$ cat config.mk
export PLATFORM = sky130hd
export DESIGN_NAME = rxe_top
export DESIGN_NICKNAME = d
export VERILOG_FILES = /design/src/hw/rxe_pkg.sv /design/src/hw/rxe_byte_if.sv /design/src/hw/rxe_top.sv /design/src/hw/rxe_uart_rx.sv /design/src/hw/rxe_uart_tx.sv
export SDC_FILE = /design/constraint.sdc
export NUM_CORES = 2
export LEC_CHECK = 0
export BUFFER_PORTS_ARGS = -buffer_cell sky130_fd_sc_hd__buf_2
export CAP_MARGIN = 20
export CORE_MARGIN = 3
export CORE_UTILIZATION = 45
export DETAILED_ROUTE_END_ITERATION = 8
export PLACE_DENSITY = 0.6
export SLEW_MARGIN = 20
export SYNTH_ARGS = -nofsm -noshare
export SYNTH_HDL_FRONTEND = slang
export SYNTH_SLANG_ARGS = --single-unit
$ cat constraint.sdc
create_clock -name clk_sys -period 32.6 [get_ports clk_sys]
set_input_delay 6.52 -clock clk_sys [delete_from_list [all_inputs] [get_ports clk_sys]]
set_output_delay 6.52 -clock clk_sys [all_outputs]
set_load 0.03 [all_outputs]
$ cat src/hw/rxe_pkg.sv
/*
  shared constants for the serial reference exchange block.
  assumes a 25 MHz system clock and a fixed line rate.
*/
package rxe_pkg;
  // ----------------------------------------
  // timing
  // ----------------------------------------
  localparam int unsigned CLK_HZ        = 25_000_000;
  localparam int unsigned BAUD          = 19_200;
  localparam int unsigned BAUD_DIV      = CLK_HZ / BAUD;
  localparam int unsigned HALF_DIV      = BAUD_DIV / 2;
  localparam int unsigned TX_PERIOD_US  = 5_000;
  localparam int unsigned TX_PERIOD_CYC = (CLK_HZ / 1_000_000) * TX_PERIOD_US;

  // ----------------------------------------
  // register map (byte offsets)
  // ----------------------------------------
  localparam logic [7:0] OFS_CTRL    = 8'h00;
  localparam logic [7:0] OFS_RATIO   = 8'h04;
  localparam logic [7:0] OFS_SRC     = 8'h08;
  localparam logic [7:0] OFS_DEST    = 8'h0C;
  localparam logic [7:0] OFS_IN_MON  = 8'h10;
  localparam logic [7:0] OFS_OUT_MON = 8'h14;
  localparam logic [7:0] OFS_STATUS  = 8'h18;
  localparam logic [7:0] OFS_MASK    = 8'h1C;

  // ----------------------------------------
  // fields and reset values
  // ----------------------------------------
  localparam int unsigned CTRL_ROLE  = 0;  // 1 = master
  localparam int unsigned CTRL_SIGN  = 1;  // 1 = invert
  localparam int unsigned CTRL_REPLY = 2;  // master expects a return
  localparam int unsigned ST_RX      = 0;
  localparam int unsigned ST_TX      = 1;
  localparam int unsigned ST_ERR     = 2;
  localparam logic [2:0]  CTRL_RST   = 3'h0;
  localparam logic [15:0] RATIO_ONE  = 16'h2710;  // 1.0000
  localparam logic [15:0] RATIO_MAX  = 16'h7530;  // 3.0000, also 300.00 %
  localparam logic [9:0]  SRC_MAX    = 10'h2D0;   // 720
  localparam logic [9:0]  SRC_DISC   = 10'h190;   // 400
  localparam logic [7:0]  SYNC_BYTE  = 8'h5A;
endpackage

$ cat src/hw/rxe_byte_if.sv
/*
  byte handshake between the frame logic and the serial shifters.
  assumes both ends on clk_sys.
*/
`timescale 1ns/1ps
interface rxe_byte_if;
  logic       valid;  // byte offered
  logic       ready;  // taker can accept
  logic [7:0] data;   // byte value
  logic       err;    // byte framing fault, with valid
  modport src (output valid, output data, output err, input ready);
  modport snk (input valid, input data, input err, output ready);
endinterface

$ cat src/hw/rxe_top.sv
/*
  serial reference exchange: sends one selected value per frame and
  receives, scales and forwards a value from the chain.
  assumes an ahb-lite master on clk_sys, a single word per transfer,
  and the system's parameter store outside providing src_value for
  the index on src_index and taking dest_value at dest_index.
*/
`timescale 1ns/1ps
module rxe_top #(
  parameter int unsigned TX_PERIOD_CYC = rxe_pkg::TX_PERIOD_CYC
) (
  input  wire logic        clk_sys,     // 25 MHz system clock
  input  wire logic        resetn,      // async reset, low
  input  wire logic        hsel,        // ahb slave select
  input  wire logic [31:0] haddr,       // ahb address
  input  wire logic [1:0]  htrans,      // ahb transfer type
  input  wire logic        hwrite,      // ahb write
  input  wire logic [2:0]  hsize,       // ahb size, word only
  input  wire logic [31:0] hwdata,      // ahb write data
  input  wire logic        hready,      // ahb bus ready
  output logic             hreadyout,   // always ready
  output logic             hresp,       // always okay
  output logic [31:0]      hrdata,      // ahb read data
  input  wire logic        rxd,         // serial in from chain
  output logic             txd,         // serial out to chain
  output logic             irq,         // level interrupt
  output logic [9:0]       src_index,   // selected source index
  input  wire logic [15:0] src_value,   // value of selected source
  output logic [9:0]       dest_index,  // selected destination index
  output logic [15:0]      dest_value,  // scaled received value
  output logic             dest_strobe  // pulse: dest_value new next cycle
);
  // ----------------------------------------
  // state
  // ----------------------------------------
  // receive side hunts for sync; transmit side sends four bytes
  typedef enum logic [1:0] {R_SYNC, R_HI, R_LO, R_CHK} rxe_rxf_type;
  typedef enum logic [1:0] {T_IDLE, T_SEND} rxe_txf_type;

  // software view: configuration, monitors and status
  logic [2:0]  ctrl_q;
  logic [15:0] ratio_q;
  logic [9:0]  src_q;
  logic [9:0]  dest_q;
  logic [15:0] in_mon_q;
  logic [15:0] out_mon_q;
  logic [2:0]  stat_q;
  logic [2:0]  mask_q;
  logic [31:0] hrdata_q;
  // bus phase, pin synchroniser and link bookkeeping
  logic [7:0]  addr_q;
  logic        wr_q;
  logic        rxd_m_q;
  logic        rxd_s_q;
  logic [31:0] per_q;
  logic        await_q;
  rxe_rxf_type rxf_q;
  logic [7:0]  hi_q;
  logic [7:0]  lo_q;
  rxe_txf_type txf_q;
  logic [1:0]  tix_q;
  logic [15:0] tval_q;
  logic [15:0] dval_q;
  logic        dstb_q;

  // byte handshakes to the serial shifters
  rxe_byte_if tx_b ();
  rxe_byte_if rx_b ();

  // ----------------------------------------
  // ahb-lite slave, zero wait states
  // ----------------------------------------
  wire        ahb_go = hsel & htrans[1] & hready;
  wire        wr_go  = wr_q;
  wire [15:0] wv     = hwdata[15:0];
  wire        w_ctrl = wr_go & (addr_q == rxe_pkg::OFS_CTRL);
  wire        w_rat  = wr_go & (addr_q == rxe_pkg::OFS_RATIO);
  wire        w_src  = wr_go & (addr_q == rxe_pkg::OFS_SRC);
  wire        w_dst  = wr_go & (addr_q == rxe_pkg::OFS_DEST);
  wire        w_st   = wr_go & (addr_q == rxe_pkg::OFS_STATUS);
  wire        w_msk  = wr_go & (addr_q == rxe_pkg::OFS_MASK);

  // ratio held within +/-3.0000 so software cannot leave the range;
  // the whole word is compared so that a large write cannot wrap
  wire        wv_hi   = $signed(hwdata) > $signed({16'h0000, rxe_pkg::RATIO_MAX});
  wire        wv_lo   = $signed(hwdata) < -$signed({16'h0000, rxe_pkg::RATIO_MAX});
  wire [15:0] wv_clip = wv_hi ? rxe_pkg::RATIO_MAX
                      : (wv_lo ? 16'(-$signed(rxe_pkg::RATIO_MAX)) : wv);

  // read selection on the address phase, data stands in data phase
  wire [7:0]  ra = haddr[7:0];
  wire [31:0] rd_mux =
      (ra == rxe_pkg::OFS_CTRL)    ? {29'h0000_0000, ctrl_q} :
      (ra == rxe_pkg::OFS_RATIO)   ? {{16{ratio_q[15]}}, ratio_q} :
      (ra == rxe_pkg::OFS_SRC)     ? {22'h00_0000, src_q} :
      (ra == rxe_pkg::OFS_DEST)    ? {22'h00_0000, dest_q} :
      (ra == rxe_pkg::OFS_IN_MON)  ? {{16{in_mon_q[15]}}, in_mon_q} :
      (ra == rxe_pkg::OFS_OUT_MON) ? {{16{out_mon_q[15]}}, out_mon_q} :
      (ra == rxe_pkg::OFS_STATUS)  ? {29'h0000_0000, stat_q} :
      (ra == rxe_pkg::OFS_MASK)    ? {29'h0000_0000, mask_q} :
      32'h0000_0000;

  // no wait states and no error response
  assign hreadyout = 1'b1;
  assign hresp     = 1'b0;
  assign hrdata    = hrdata_q;

  // address phase capture
  always_ff @(posedge clk_sys or negedge resetn) begin
    if (!resetn) begin
      wr_q     <= 1'b0;
      addr_q   <= 8'h00;
      hrdata_q <= 32'h0000_0000;
    end else begin
      wr_q   <= ahb_go & hwrite;
      addr_q <= haddr[7:0];
      if (ahb_go & !hwrite) hrdata_q <= rd_mux;
    end
  end

  // configuration registers
  always_ff @(posedge clk_sys or negedge resetn) begin
    if (!resetn) begin
      ctrl_q  <= rxe_pkg::CTRL_RST;   // slave, non-invert
      ratio_q <= rxe_pkg::RATIO_ONE;
      src_q   <= rxe_pkg::SRC_DISC;
      dest_q  <= rxe_pkg::SRC_DISC;
      mask_q  <= 3'h0;
    end else begin
      if (w_ctrl) ctrl_q  <= hwdata[2:0];
      if (w_rat)  ratio_q <= wv_clip;
      if (w_src)  src_q   <= hwdata[9:0];
      if (w_dst)  dest_q  <= hwdata[9:0];
      if (w_msk)  mask_q  <= hwdata[2:0];
    end
  end

  // ----------------------------------------
  // pin sync and link byte engines
  // ----------------------------------------
  // two flip-flops before the receiver reads the pin
  always_ff @(posedge clk_sys or negedge resetn) begin
    if (!resetn) begin
      rxd_m_q <= 1'b1;
      rxd_s_q <= 1'b1;
    end else begin
      rxd_m_q <= rxd;
      rxd_s_q <= rxd_m_q;
    end
  end

  // both shifters use the same fixed baud divisor
  rxe_uart_tx u_tx (.clk_sys(clk_sys), .resetn(resetn), .b(tx_b), .txd(txd));
  rxe_uart_rx u_rx (.clk_sys(clk_sys), .resetn(resetn), .rxd_s(rxd_s_q), .b(rx_b));
  assign rx_b.ready = 1'b1;

  // ----------------------------------------
  // receive framing: sync, high, low, check
  // ----------------------------------------
  // the receive side runs the same way in either role
  wire       is_master = ctrl_q[rxe_pkg::CTRL_ROLE];
  wire       rx_byte   = rx_b.valid & !rx_b.err;
  wire [7:0] chk_exp   = rxe_pkg::SYNC_BYTE ^ hi_q ^ lo_q;
  wire       frame_ok  = rx_byte & (rxf_q == R_CHK) & (rx_b.data == chk_exp);
  // byte fault, missing sync or wrong check byte
  wire       frame_bad = (rx_b.valid & rx_b.err)
                       | (rx_byte & (rxf_q == R_SYNC) & (rx_b.data != rxe_pkg::SYNC_BYTE))
                       | (rx_byte & (rxf_q == R_CHK) & (rx_b.data != chk_exp));

  // a bad byte always drops back to hunting for sync
  always_ff @(posedge clk_sys or negedge resetn) begin
    if (!resetn) begin
      rxf_q <= R_SYNC;
      hi_q  <= 8'h00;
      lo_q  <= 8'h00;
    end else if (rx_b.valid & rx_b.err) begin
      rxf_q <= R_SYNC;
    end else if (rx_byte) begin
      unique case (rxf_q)
        R_SYNC: if (rx_b.data == rxe_pkg::SYNC_BYTE) rxf_q <= R_HI;
        R_HI: begin
          hi_q  <= rx_b.data;
          rxf_q <= R_LO;
        end
        R_LO: begin
          lo_q  <= rx_b.data;
          rxf_q <= R_CHK;
        end
        R_CHK: rxf_q <= R_SYNC;
      endcase
    end
  end

  // ----------------------------------------
  // scaling, sign and destination
  // ----------------------------------------
  // fixed point, 10000 per unit; division truncates to zero
  wire signed [15:0] rx_val = $signed({hi_q, lo_q});
  wire signed [31:0] prod   = rx_val * $signed(ratio_q);
  wire signed [31:0] quo    = prod / 32'sd10000;
  wire               q_hi   = quo > $signed({16'h0000, rxe_pkg::RATIO_MAX});
  wire               q_lo   = quo < -$signed({16'h0000, rxe_pkg::RATIO_MAX});
  wire        [15:0] q_sat  = q_hi ? rxe_pkg::RATIO_MAX
                            : (q_lo ? 16'(-$signed(rxe_pkg::RATIO_MAX)) : quo[15:0]);
  wire        [15:0] q_sgn  = ctrl_q[rxe_pkg::CTRL_SIGN] ? 16'(-$signed(q_sat)) : q_sat;

  // destination side of the parameter store
  assign dest_index  = dest_q;
  assign dest_value  = dval_q;
  assign dest_strobe = dstb_q;

  // value captured one cycle after the check byte, both roles
  always_ff @(posedge clk_sys or negedge resetn) begin
    if (!resetn) begin
      in_mon_q <= 16'h0000;
      dval_q   <= 16'h0000;
      dstb_q   <= 1'b0;
    end else begin
      dstb_q <= frame_ok;
      if (frame_ok) in_mon_q <= {hi_q, lo_q};
      if (dstb_q)   dval_q   <= q_sgn;
    end
  end

  // ----------------------------------------
  // transmit: period timer, source and frame
  // ----------------------------------------
  // period must exceed a frame, else ticks that fall inside a frame are lost
  wire        per_tick = (per_q == TX_PERIOD_CYC - 1);
  wire        src_ok   = (src_q <= rxe_pkg::SRC_MAX) & (src_q != rxe_pkg::SRC_DISC);
  wire [15:0] out_val  = src_ok ? src_value : 16'h0000;  // disconnected sends zero
  // slave answers only a good frame; a master never waits on one
  wire        tx_req   = is_master ? per_tick : frame_ok;
  wire        tx_start = tx_req & (txf_q == T_IDLE);
  wire        miss     = is_master & per_tick & await_q;

  // limitation: src_value is taken once, as the frame starts
  assign src_index  = src_q;
  assign tx_b.valid = (txf_q == T_SEND);
  assign tx_b.err   = 1'b0;
  assign tx_b.data  = (tix_q == 2'd0) ? rxe_pkg::SYNC_BYTE :
                      (tix_q == 2'd1) ? tval_q[15:8] :
                      (tix_q == 2'd2) ? tval_q[7:0] :
                      rxe_pkg::SYNC_BYTE ^ tval_q[15:8] ^ tval_q[7:0];

  // free running period counter, used only in the master role
  always_ff @(posedge clk_sys or negedge resetn) begin
    if (!resetn) per_q <= 32'h0000_0000;
    else         per_q <= per_tick ? 32'h0000_0000 : per_q + 32'h0000_0001;
  end

  // frame sender; a request while busy is dropped, not queued
  always_ff @(posedge clk_sys or negedge resetn) begin
    if (!resetn) begin
      txf_q     <= T_IDLE;
      tix_q     <= 2'd0;
      tval_q    <= 16'h0000;
      out_mon_q <= 16'h0000;
    end else if (tx_start) begin
      txf_q     <= T_SEND;
      tix_q     <= 2'd0;
      tval_q    <= out_val;
      out_mon_q <= out_val;
    end else if (tx_b.valid & tx_b.ready) begin
      tix_q <= tix_q + 2'd1;
      if (tix_q == 2'd3) txf_q <= T_IDLE;
    end
  end

  // reply watch: a reply must land before the next period tick
  always_ff @(posedge clk_sys or negedge resetn) begin
    if (!resetn) await_q <= 1'b0;
    else if (tx_start & is_master & ctrl_q[rxe_pkg::CTRL_REPLY]) await_q <= 1'b1;
    else if (frame_ok | !is_master) await_q <= 1'b0;
  end

  // ----------------------------------------
  // status and interrupt, write one to clear, set wins
  // ----------------------------------------
  // bit 2 error, bit 1 send started, bit 0 frame taken
  wire [2:0] st_set = {frame_bad | miss, tx_start, frame_ok};
  wire [2:0] st_clr = w_st ? hwdata[2:0] : 3'h0;

  always_ff @(posedge clk_sys or negedge resetn) begin
    if (!resetn) stat_q <= 3'h0;
    else         stat_q <= (stat_q & ~st_clr) | st_set;
  end

  // level output; software clears the cause, not the line
  assign irq = |(stat_q & mask_q);
endmodule

$ cat src/hw/rxe_uart_rx.sv
/*
  8n1 serial receiver, samples mid bit.
  assumes rxd_s is already synchronised to clk_sys.
*/
`timescale 1ns/1ps
module rxe_uart_rx (
  input  wire logic clk_sys,  // system clock
  input  wire logic resetn,   // async reset, low
  input  wire logic rxd_s,    // synchronised serial in
  rxe_byte_if.src   b         // received bytes
);
  typedef enum logic [1:0] {RX_IDLE, RX_START, RX_DATA, RX_STOP} rxe_rx_type;
  rxe_rx_type  st_q;
  logic [15:0] div_q;
  logic [2:0]  bits_q;
  logic [7:0]  sh_q;
  logic        vld_q;
  logic        err_q;
  wire         half = (div_q == 16'(rxe_pkg::HALF_DIV - 1));
  wire         full = (div_q == 16'(rxe_pkg::BAUD_DIV - 1));

  assign b.valid = vld_q;
  assign b.data  = sh_q;
  assign b.err   = err_q;

  // a glitch shorter than half a bit is dropped at the start check
  always_ff @(posedge clk_sys or negedge resetn) begin
    if (!resetn) begin
      st_q <= RX_IDLE;  div_q <= 16'h0000;  bits_q <= 3'h0;
      sh_q <= 8'h00;    vld_q <= 1'b0;      err_q  <= 1'b0;
    end else begin
      vld_q <= 1'b0;
      div_q <= div_q + 16'h0001;
      unique case (st_q)
        RX_IDLE: begin
          div_q <= 16'h0000;
          if (!rxd_s) st_q <= RX_START;
        end
        RX_START: if (half) begin
          div_q  <= 16'h0000;
          bits_q <= 3'h0;
          st_q   <= rxd_s ? RX_IDLE : RX_DATA;
        end
        RX_DATA: if (full) begin
          div_q  <= 16'h0000;
          sh_q   <= {rxd_s, sh_q[7:1]};
          bits_q <= bits_q + 3'h1;
          if (bits_q == 3'h7) st_q <= RX_STOP;
        end
        RX_STOP: if (full) begin
          vld_q <= 1'b1;
          err_q <= !rxd_s;
          st_q  <= RX_IDLE;
        end
      endcase
    end
  end
endmodule

$ cat src/hw/rxe_uart_tx.sv
/*
  8n1 serial transmitter, one byte per handshake.
  assumes a fixed divisor from rxe_pkg; txd idles high.
*/
`timescale 1ns/1ps
module rxe_uart_tx (
  input  wire logic   clk_sys,  // system clock
  input  wire logic   resetn,   // async reset, low
  rxe_byte_if.snk     b,        // bytes to send
  output logic        txd       // serial out
);
  logic [9:0]  shift_q;
  logic [3:0]  bits_q;
  logic [15:0] div_q;
  logic        busy_q;
  wire         bit_end = (div_q == 16'(rxe_pkg::BAUD_DIV - 1));

  assign b.ready = !busy_q;
  assign txd     = shift_q[0];

  // load stop, data, start; shift lsb first
  always_ff @(posedge clk_sys or negedge resetn) begin
    if (!resetn) begin
      shift_q <= 10'h3FF;
      bits_q  <= 4'h0;
      div_q   <= 16'h0000;
      busy_q  <= 1'b0;
    end else if (!busy_q) begin
      if (b.valid) begin
        shift_q <= {1'b1, b.data, 1'b0};
        busy_q  <= 1'b1;
        bits_q  <= 4'h0;
        div_q   <= 16'h0000;
      end
    end else if (bit_end) begin
      div_q   <= 16'h0000;
      shift_q <= {1'b1, shift_q[9:1]};
      bits_q  <= bits_q + 4'h1;
      busy_q  <= (bits_q != 4'h9);
    end else begin
      div_q <= div_q + 16'h0001;
    end
  end
endmodule

# [Word level (Yosys, flattened, before mapping)]
# Cells that the tools add are included.
[word_totals] out_inout_bits=73 elab_cells=208 register_bits=254 romBits=0 mem_count=0 ramBits=0 in_bits=91 latch_bits=0
[op_classes] n_shift=0 n_bitwise=37 n_mux=58 n_addsub=7 div=1 order_cmp=5 n_mul=1 eq_ne=40 n_reduce_logical=27
[op_table] operator="$mux W32" n=7
[op_table] operator="$mux W16" n=11
[op_table] operator="$gt A32 B16 Y1 const B" n=2
[op_table] operator="$lt A32 B16 Y1 const B" n=2
[op_table] operator="$eq A8 B5 Y1 const B" n=6
[op_table] operator="$pmux W16 S3" n=1
[op_table] operator="$add A16 B1 Y16 const B" n=2
[op_table] operator="$add A32 B1 Y32 const B" n=1
[op_table] operator="$div A32 B15 Y32 const B" n=1
[op_table] operator="$eq A16 B11 Y1 const B" n=2
[op_table] operator="$eq A32 B17 Y1 const B" n=1
[op_table] operator="$eq A8 B4 Y1 const B" n=4
[op_table] operator="$mul A16 B16 Y32" n=1
[op_table] operator="$mux W10" n=3
[op_table] operator="$mux W2" n=14
[op_table] operator="$and A1 B1 Y1" n=24
[op_table] operator="$mux W8" n=3
[op_table] operator="$eq A16 B10 Y1 const B" n=1
[op_table] operator="$eq A8 B3 Y1 const B" n=2
[op_table] operator="$logic_not A8 Y1" n=2
[op_table] operator="$neg A16 Y16" n=1
[op_table] operator="$pmux W2 S4" n=2
[op_table] operator="$xor A8 B8 Y8" n=2
[op_table] operator="$mux W3" n=5
[op_table] operator="other kinds (32)" n=76

# [Depth between registers and ports, before layout]
[logic_depth] depth_word=9 ltp_mapped=115

# [By module]
# From an unflattened synthesis, not the netlist that was laid out.
[hier_totals] hier_cells=3720 hier_area_um2=31735.4
[modules_own_cells] module="rxe_top" area_each_um2=28516.1 seq_area_each_um2=4395.5 cells_each=3406 n_inst=1
[modules_own_cells] module="rxe_uart_rx" area_each_um2=1621.6 seq_area_each_um2=775.7 cells_each=144 n_inst=1
[modules_own_cells] module="rxe_uart_tx" area_each_um2=1597.8 seq_area_each_um2=762.0 cells_each=170 n_inst=1

# [Worst setup path before layout]
# OpenSTA, ideal clock, no wires.
[synth_path] path_type="register -> register" from="register hi_q[7]" to="register dval_q[12] (netlist: dest_value[12])" path_stages_with_launch=101 arrival_ns=25.434 period_less_slack_ns=25.559 path_slack_ns=7.041 path_cell_list="dfrtp_1 > clkbuf_1 > clkbuf_1 > nand2_1 > inv_1 > fa_1 > inv_1 > fa_1 > inv_1 > fa_1 > fa_1 > fa_1 > inv_1 > fa_1 > inv_1 > ha_1 > and3_1 > and2_1 > [... 65 more ...] > inv_1 > nor2_1 > a41oi_1 > xnor2_1 > nand3_1 > a21oi_1 > o21ai_1 > buf_2 > nand2_1 > or2_1 > ha_1 > nand2_1 > or3_4 > a2111o_1 > nor4_1 > a21oi_1 > xnor2_1 > mux2_2"
[synth_between] elab_chain_len=7 word_cells_on_any_way=8
[synth_rtl] item="start, declared" line="rxe_top.sv:58" rtl="logic [7:0] hi_q;"
[synth_rtl] item="start signal, assigned" line="rxe_top.sv:182" rtl="hi_q <= rx_b.data;"
[synth_rtl] item="$mul A16 B16 Y32 (*)" line="rxe_top.sv:199" rtl="wire signed [31:0] prod = rx_val * $signed(ratio_q);"
[synth_rtl] item="$div A32 B15 Y32 (*)" line="rxe_top.sv:200" rtl="wire signed [31:0] quo = prod / 32'sd10000;"
[synth_rtl] item="$lt A32 B16 Y1" line="rxe_top.sv:202" rtl="wire q_lo = quo < -$signed({16'h0000, rxe_pkg::RATIO_MAX});"
[synth_rtl] item="$mux W16" line="rxe_top.sv:204" rtl=": (q_lo ? 16'(-$signed(rxe_pkg::RATIO_MAX)) : quo[15:0]);"
[synth_rtl] item="$mux W16 (*)" line="rxe_top.sv:203" rtl="wire [15:0] q_sat = q_hi ? rxe_pkg::RATIO_MAX"
[synth_rtl] item="$neg A16 Y16" line="rxe_top.sv:205" rtl="wire [15:0] q_sgn = ctrl_q[rxe_pkg::CTRL_SIGN] ? 16'(-$signed(q_sat)) : q_sat;"
[synth_rtl] item="$mux W16 (*)" line="rxe_top.sv:205"
[synth_rtl] item="end signal, assigned" line="rxe_top.sv:221" rtl="if (dstb_q) dval_q <= q_sgn;"
[synth_rtl] item="end, declared" line="rxe_top.sv:63" rtl="logic [15:0] dval_q;"
# Every way passes the cells marked *; elsewhere a longest branch is shown, timed or not.
# A chain may end at the register's enable or synchronous reset.

# [Final worst setup path]
[layout_path] from="register ratio_q[1]" to="register dval_q[12] (netlist: dest_value[12])"
[layout_between] elab_chain_len=7 word_cells_on_any_way=8
[layout_rtl] item="start, declared" line="rxe_top.sv:42" rtl="logic [15:0] ratio_q;"
[layout_rtl] item="start signal, assigned" line="rxe_top.sv:125" rtl="ratio_q <= rxe_pkg::RATIO_ONE;"
[layout_rtl] item="start signal, assigned" line="rxe_top.sv:131" rtl="if (w_rat) ratio_q <= wv_clip;"
[layout_rtl] item="$mul A16 B16 Y32 (*)" line="rxe_top.sv:199"
[layout_rtl] item="$div A32 B15 Y32 (*)" line="rxe_top.sv:200"
[layout_rtl] item="$lt A32 B16 Y1" line="rxe_top.sv:202"
[layout_rtl] item="$mux W16" line="rxe_top.sv:204"
[layout_rtl] item="$mux W16 (*)" line="rxe_top.sv:203"
[layout_rtl] item="$neg A16 Y16" line="rxe_top.sv:205"
[layout_rtl] item="$mux W16 (*)" line="rxe_top.sv:205"
# Marked as above.

==> reports/results.txt <==
Achievable clock frequency -> 33.32 MHz
Total global routing track utilization -> 21.81%
Remaining DRCs -> 0
Synth Area in Simple Gates -> 21.26%
IO Count -> 164
Worst max-slew margin expressed relative to the limit -> 31.23%
Vertical extent of the die -> 270.5 um
Synthesis warning total -> 0
Share of cell area taken by muxes after synthesis -> 4.555%
Crit-path slowest cell -> sky130_fd_sc_hd__dfrtp_1
Post-CTS setup buffer count -> 0
Type of the worst setup path -> reg -> reg
Reg-to-Reg Start -> ratio_q[1]
Die W -> 270.5 um
Placed Instance Area -> 32,660 um^2
Bufs on Longest Clock Path -> 3
Part of the Yosys area used for sequential elements -> 18.85%
Antenna violations before repair -> 0
Detailed Route Iter0 Violations -> 1,493
Post-synthesis compound-gate area fraction -> 19.83%
Count of different cell masters after synthesis -> 157
Router iterations before antenna repair -> 7
CTS tree -> done
Total Nets Final -> 4,158
Largest cells by area after synthesis -> sky130_fd_sc_hd__dfrtp_1 (17%), sky130_fd_sc_hd__fa_1 (17%), sky130_fd_sc_hd__nand2_1 (4.9%), sky130_fd_sc_hd__inv_1 (4.5%), sky130_fd_sc_hd__ha_1 (4.4%)
Clock insertion delay at the later pin of the skew report -> 0.56 ns
Cell taking the most area after synthesis -> sky130_fd_sc_hd__dfrtp_1
Clock-pin slew on the worst setup and hold paths -> 0.06 ns
Via density -> 5.639
Category of the worst setup path launch point -> register
Count of max-cap constraint violations -> 0
Count of flip-flops with a built-in enable after synthesis -> 0
Layout overhead on the synthesized area -> 6.780%
Post-synthesis cell count -> 3,677
Path depth of the worst reg2reg path -> 92
Combinational family with the most area after synthesis -> simple AND/OR/NAND/NOR gates
Largest net degree at the start of global routing -> 101
Clock root buffer -> sky130_fd_sc_hd__clkbuf_16
Share of flip-flops with an asynchronous set or reset after synthesis -> 100.0%
Post-route clock skew -> 0.02435 ns
Number of global-route vias before repair -> 26,160
Clock net sink count -> 236
Endpoint required time on the critical path -> 33.04 ns
Area of the mapped netlist -> 31,480 um^2
Start point of the worst hold path -> rxd_m_q
# diodes -> 0
Fin. Hold Viols -> 0
Share of the clock period used by the worst path after layout -> 92.06%
Yosys reg bits -> 236
Via count -> 26,190
Setup slack at placement -> 1.582 ns
CTS hold repair buffers -> 0
Buffers added on ports -> 133
Row count -> 96
Fraction of synthesized cell area taken by the top area cell type -> 17.01%
Setup repair after global routing missed its margin -> no
Final instance area -> 33,610 um^2
Maximum fanout encountered on the critical timing path -> 18
Number of buffers added by the clock tree synthesis step -> 25
Syn Nets -> 4,140
Core ar. -> 68,950 um^2
Routability Congestion -> 0.8675
Most frequent cells in the layout -> sky130_fd_sc_hd__nand2_1 (407), sky130_fd_sc_hd__inv_1 (378), sky130_fd_sc_hd__fa_1 (262)
Final max-slew violation count -> 0
Number of H-tree levels -> 1
Avg Cell Area, Syn -> 8.561 um^2
Capture endpoint of the worst hold path -> rxd_s_q
Top flip-flop cell by instance count after synthesis -> sky130_fd_sc_hd__dfrtp_1
Final worst slack -> 2.588 ns
Type of the tightest min-delay check -> reg -> reg
Sum of negative setup slack -> 0 ns
Synth Area in Adders -> 21.07%
Number of setup violations in the final report -> 0
Wire length of the first global-routing pass -> 135,700 um
Cell seen most often among critical-path stages -> sky130_fd_sc_hd__inv_1
Run status -> finished clean
Average routed wire per standard cell -> 17.44 um
Slew of the pin with the lowest slew margin -> 1.024 ns
Number of cells upsized or downsized after cts -> 0
Share of layout cells above drive strength 1 -> 13.06%
Minimum clock period after layout -> 30.01 ns
Total gr overflow -> 0
Initial Util -> 45.66%
Critical path arrival -> 30.45 ns
Capture instance of the worst register-to-register path -> dest_value[12]
Commonest non-fill, non-tap cell in the layout -> sky130_fd_sc_hd__nand2_1
Instance count along the most critical hold path -> 0
Routed wire length -> 81,000 um
Die area -> 73,160 um^2
Crit end category -> register
Antenna Violating Nets Remaining -> 0
Largest incremental delay on the critical path -> 0.81 ns
Half-perimeter wire length of the detailed placement result -> 63,310 um
Setup slack, reg-to-reg -> 2.59 ns
Post-synthesis share of cell area spent on xor and xnor gates -> 7.063%
## stage by stage
stage                     hold slack, ns  utilization [%]  std cells
after floorplan                   0.3452                -       3677
after global placement            0.3469            47.37       4599
after detailed placement          0.3503            47.37       4599
after CTS                         0.3591            48.65       4645
after global routing              0.3627            48.76       4645
final                             0.3577            48.76       4645
## cell type report
class                      count  area (um^2)
fill                        6750        35330
sequential                   236         5934
clock inverter                13        168.9
timing repair buffer         160        878.3
inverter                     378         1419
multi-input combinational   2894        23330
tap                          931         1165
clock buffer                  33        715.7
## worst max-delay path by stage
stage | start | endpoint | slack, ns
detailed placement | hi_q[7] | dest_value[12] | 1.58
global placement | hi_q[7] | dest_value[12] | 1.59
finish | ratio_q[1] | dest_value[12] | 2.59
global route | ratio_q[1] | dest_value[12] | 0.11
floorplan | hi_q[7] | dest_value[12] | 7.04
CTS | hi_q[7] | dest_value[12] | 1.49
## critical path, delay by kind of cell, from the launching register on
family / cells / cell delay [ns]
AO/OA/AOI/OAI: 40 / 12.88
AND/OR/NAND/NOR: 22 / 6.20
adder cells (fa/ha/maj): 9 / 3.86
flip-flops: 1 / 0.81
XOR/XNOR: 6 / 2.25
multiplexers: 6 / 2.24
buffers and inverters: 9 / 1.59
## kinds of logic (layout without fill, tap and decap cells)
family                     count (synthesis)  after routing
adders and majority gates                373            373
buffers and inverters                    547            584
other                                      2              2
DFF                                      236            236
muxes                                    127            127
AOI/OAI and AO/OA                        845            845
xor gates and xnor gates                 238            238
and+or+nand+nor                         1309           1309
## layer usage
metal	global-route usage (%)	vias up	wire (um)
met3	1.614	83	2938
li1	-	12830	-
met1	30.93	12740	38380
met4	4.188	0	1358
met5	0	-	0
met2	36.88	537	38320
## flip-flops by register name, summed over array words and instances (netlist names), 9 cells and up, named ones only
| register | cells |
|---|---|
| u_tx.div_q | 16 |
| dest_index | 10 |
| src_index | 10 |
| u_rx.div_q | 16 |
| u_tx.shift_q | 9 |
| tval_q | 16 |
| per_q | 32 |
| dest_value | 16 |
| ratio_q | 16 |
| in_mon_q | 16 |
| hrdata | 16 |
## Yosys cell counts, types with 14 or more instances
cell,number
sky130_fd_sc_hd__or2_2,15
sky130_fd_sc_hd__dfstp_2,22
sky130_fd_sc_hd__mux2_2,85
sky130_fd_sc_hd__o211ai_1,29
sky130_fd_sc_hd__or3_1,18
sky130_fd_sc_hd__nor3_1,62
sky130_fd_sc_hd__nor2_1,247
sky130_fd_sc_hd__ha_1,110
sky130_fd_sc_hd__a21oi_1,165
sky130_fd_sc_hd__o21a_1,21
sky130_fd_sc_hd__and2_1,158
sky130_fd_sc_hd__xnor2_1,154
sky130_fd_sc_hd__a31oi_1,47
sky130_fd_sc_hd__o21ai_1,32
sky130_fd_sc_hd__and3_1,48
sky130_fd_sc_hd__a211o_1,21
sky130_fd_sc_hd__a211oi_1,24
sky130_fd_sc_hd__clkbuf_1,105
sky130_fd_sc_hd__nor4_1,39
sky130_fd_sc_hd__a22o_1,15
sky130_fd_sc_hd__xor2_1,70
sky130_fd_sc_hd__buf_4,34
sky130_fd_sc_hd__dfrtp_1,214
sky130_fd_sc_hd__o21ai_0,146
sky130_fd_sc_hd__nand3_1,115
sky130_fd_sc_hd__buf_2,14
sky130_fd_sc_hd__fa_1,262
sky130_fd_sc_hd__o31ai_1,21
sky130_fd_sc_hd__nand4_1,41
sky130_fd_sc_hd__a22oi_1,18
sky130_fd_sc_hd__nand2_1,407
sky130_fd_sc_hd__mux2i_1,31
sky130_fd_sc_hd__a221oi_1,15
sky130_fd_sc_hd__inv_1,378
sky130_fd_sc_hd__a21o_1,39
sky130_fd_sc_hd__o22ai_1,19
sky130_fd_sc_hd__nand2b_1,28
Power is left out: the tool's default activity adds up to more than one toggle a clock period on the data nets, which glitch-free logic cannot reach.
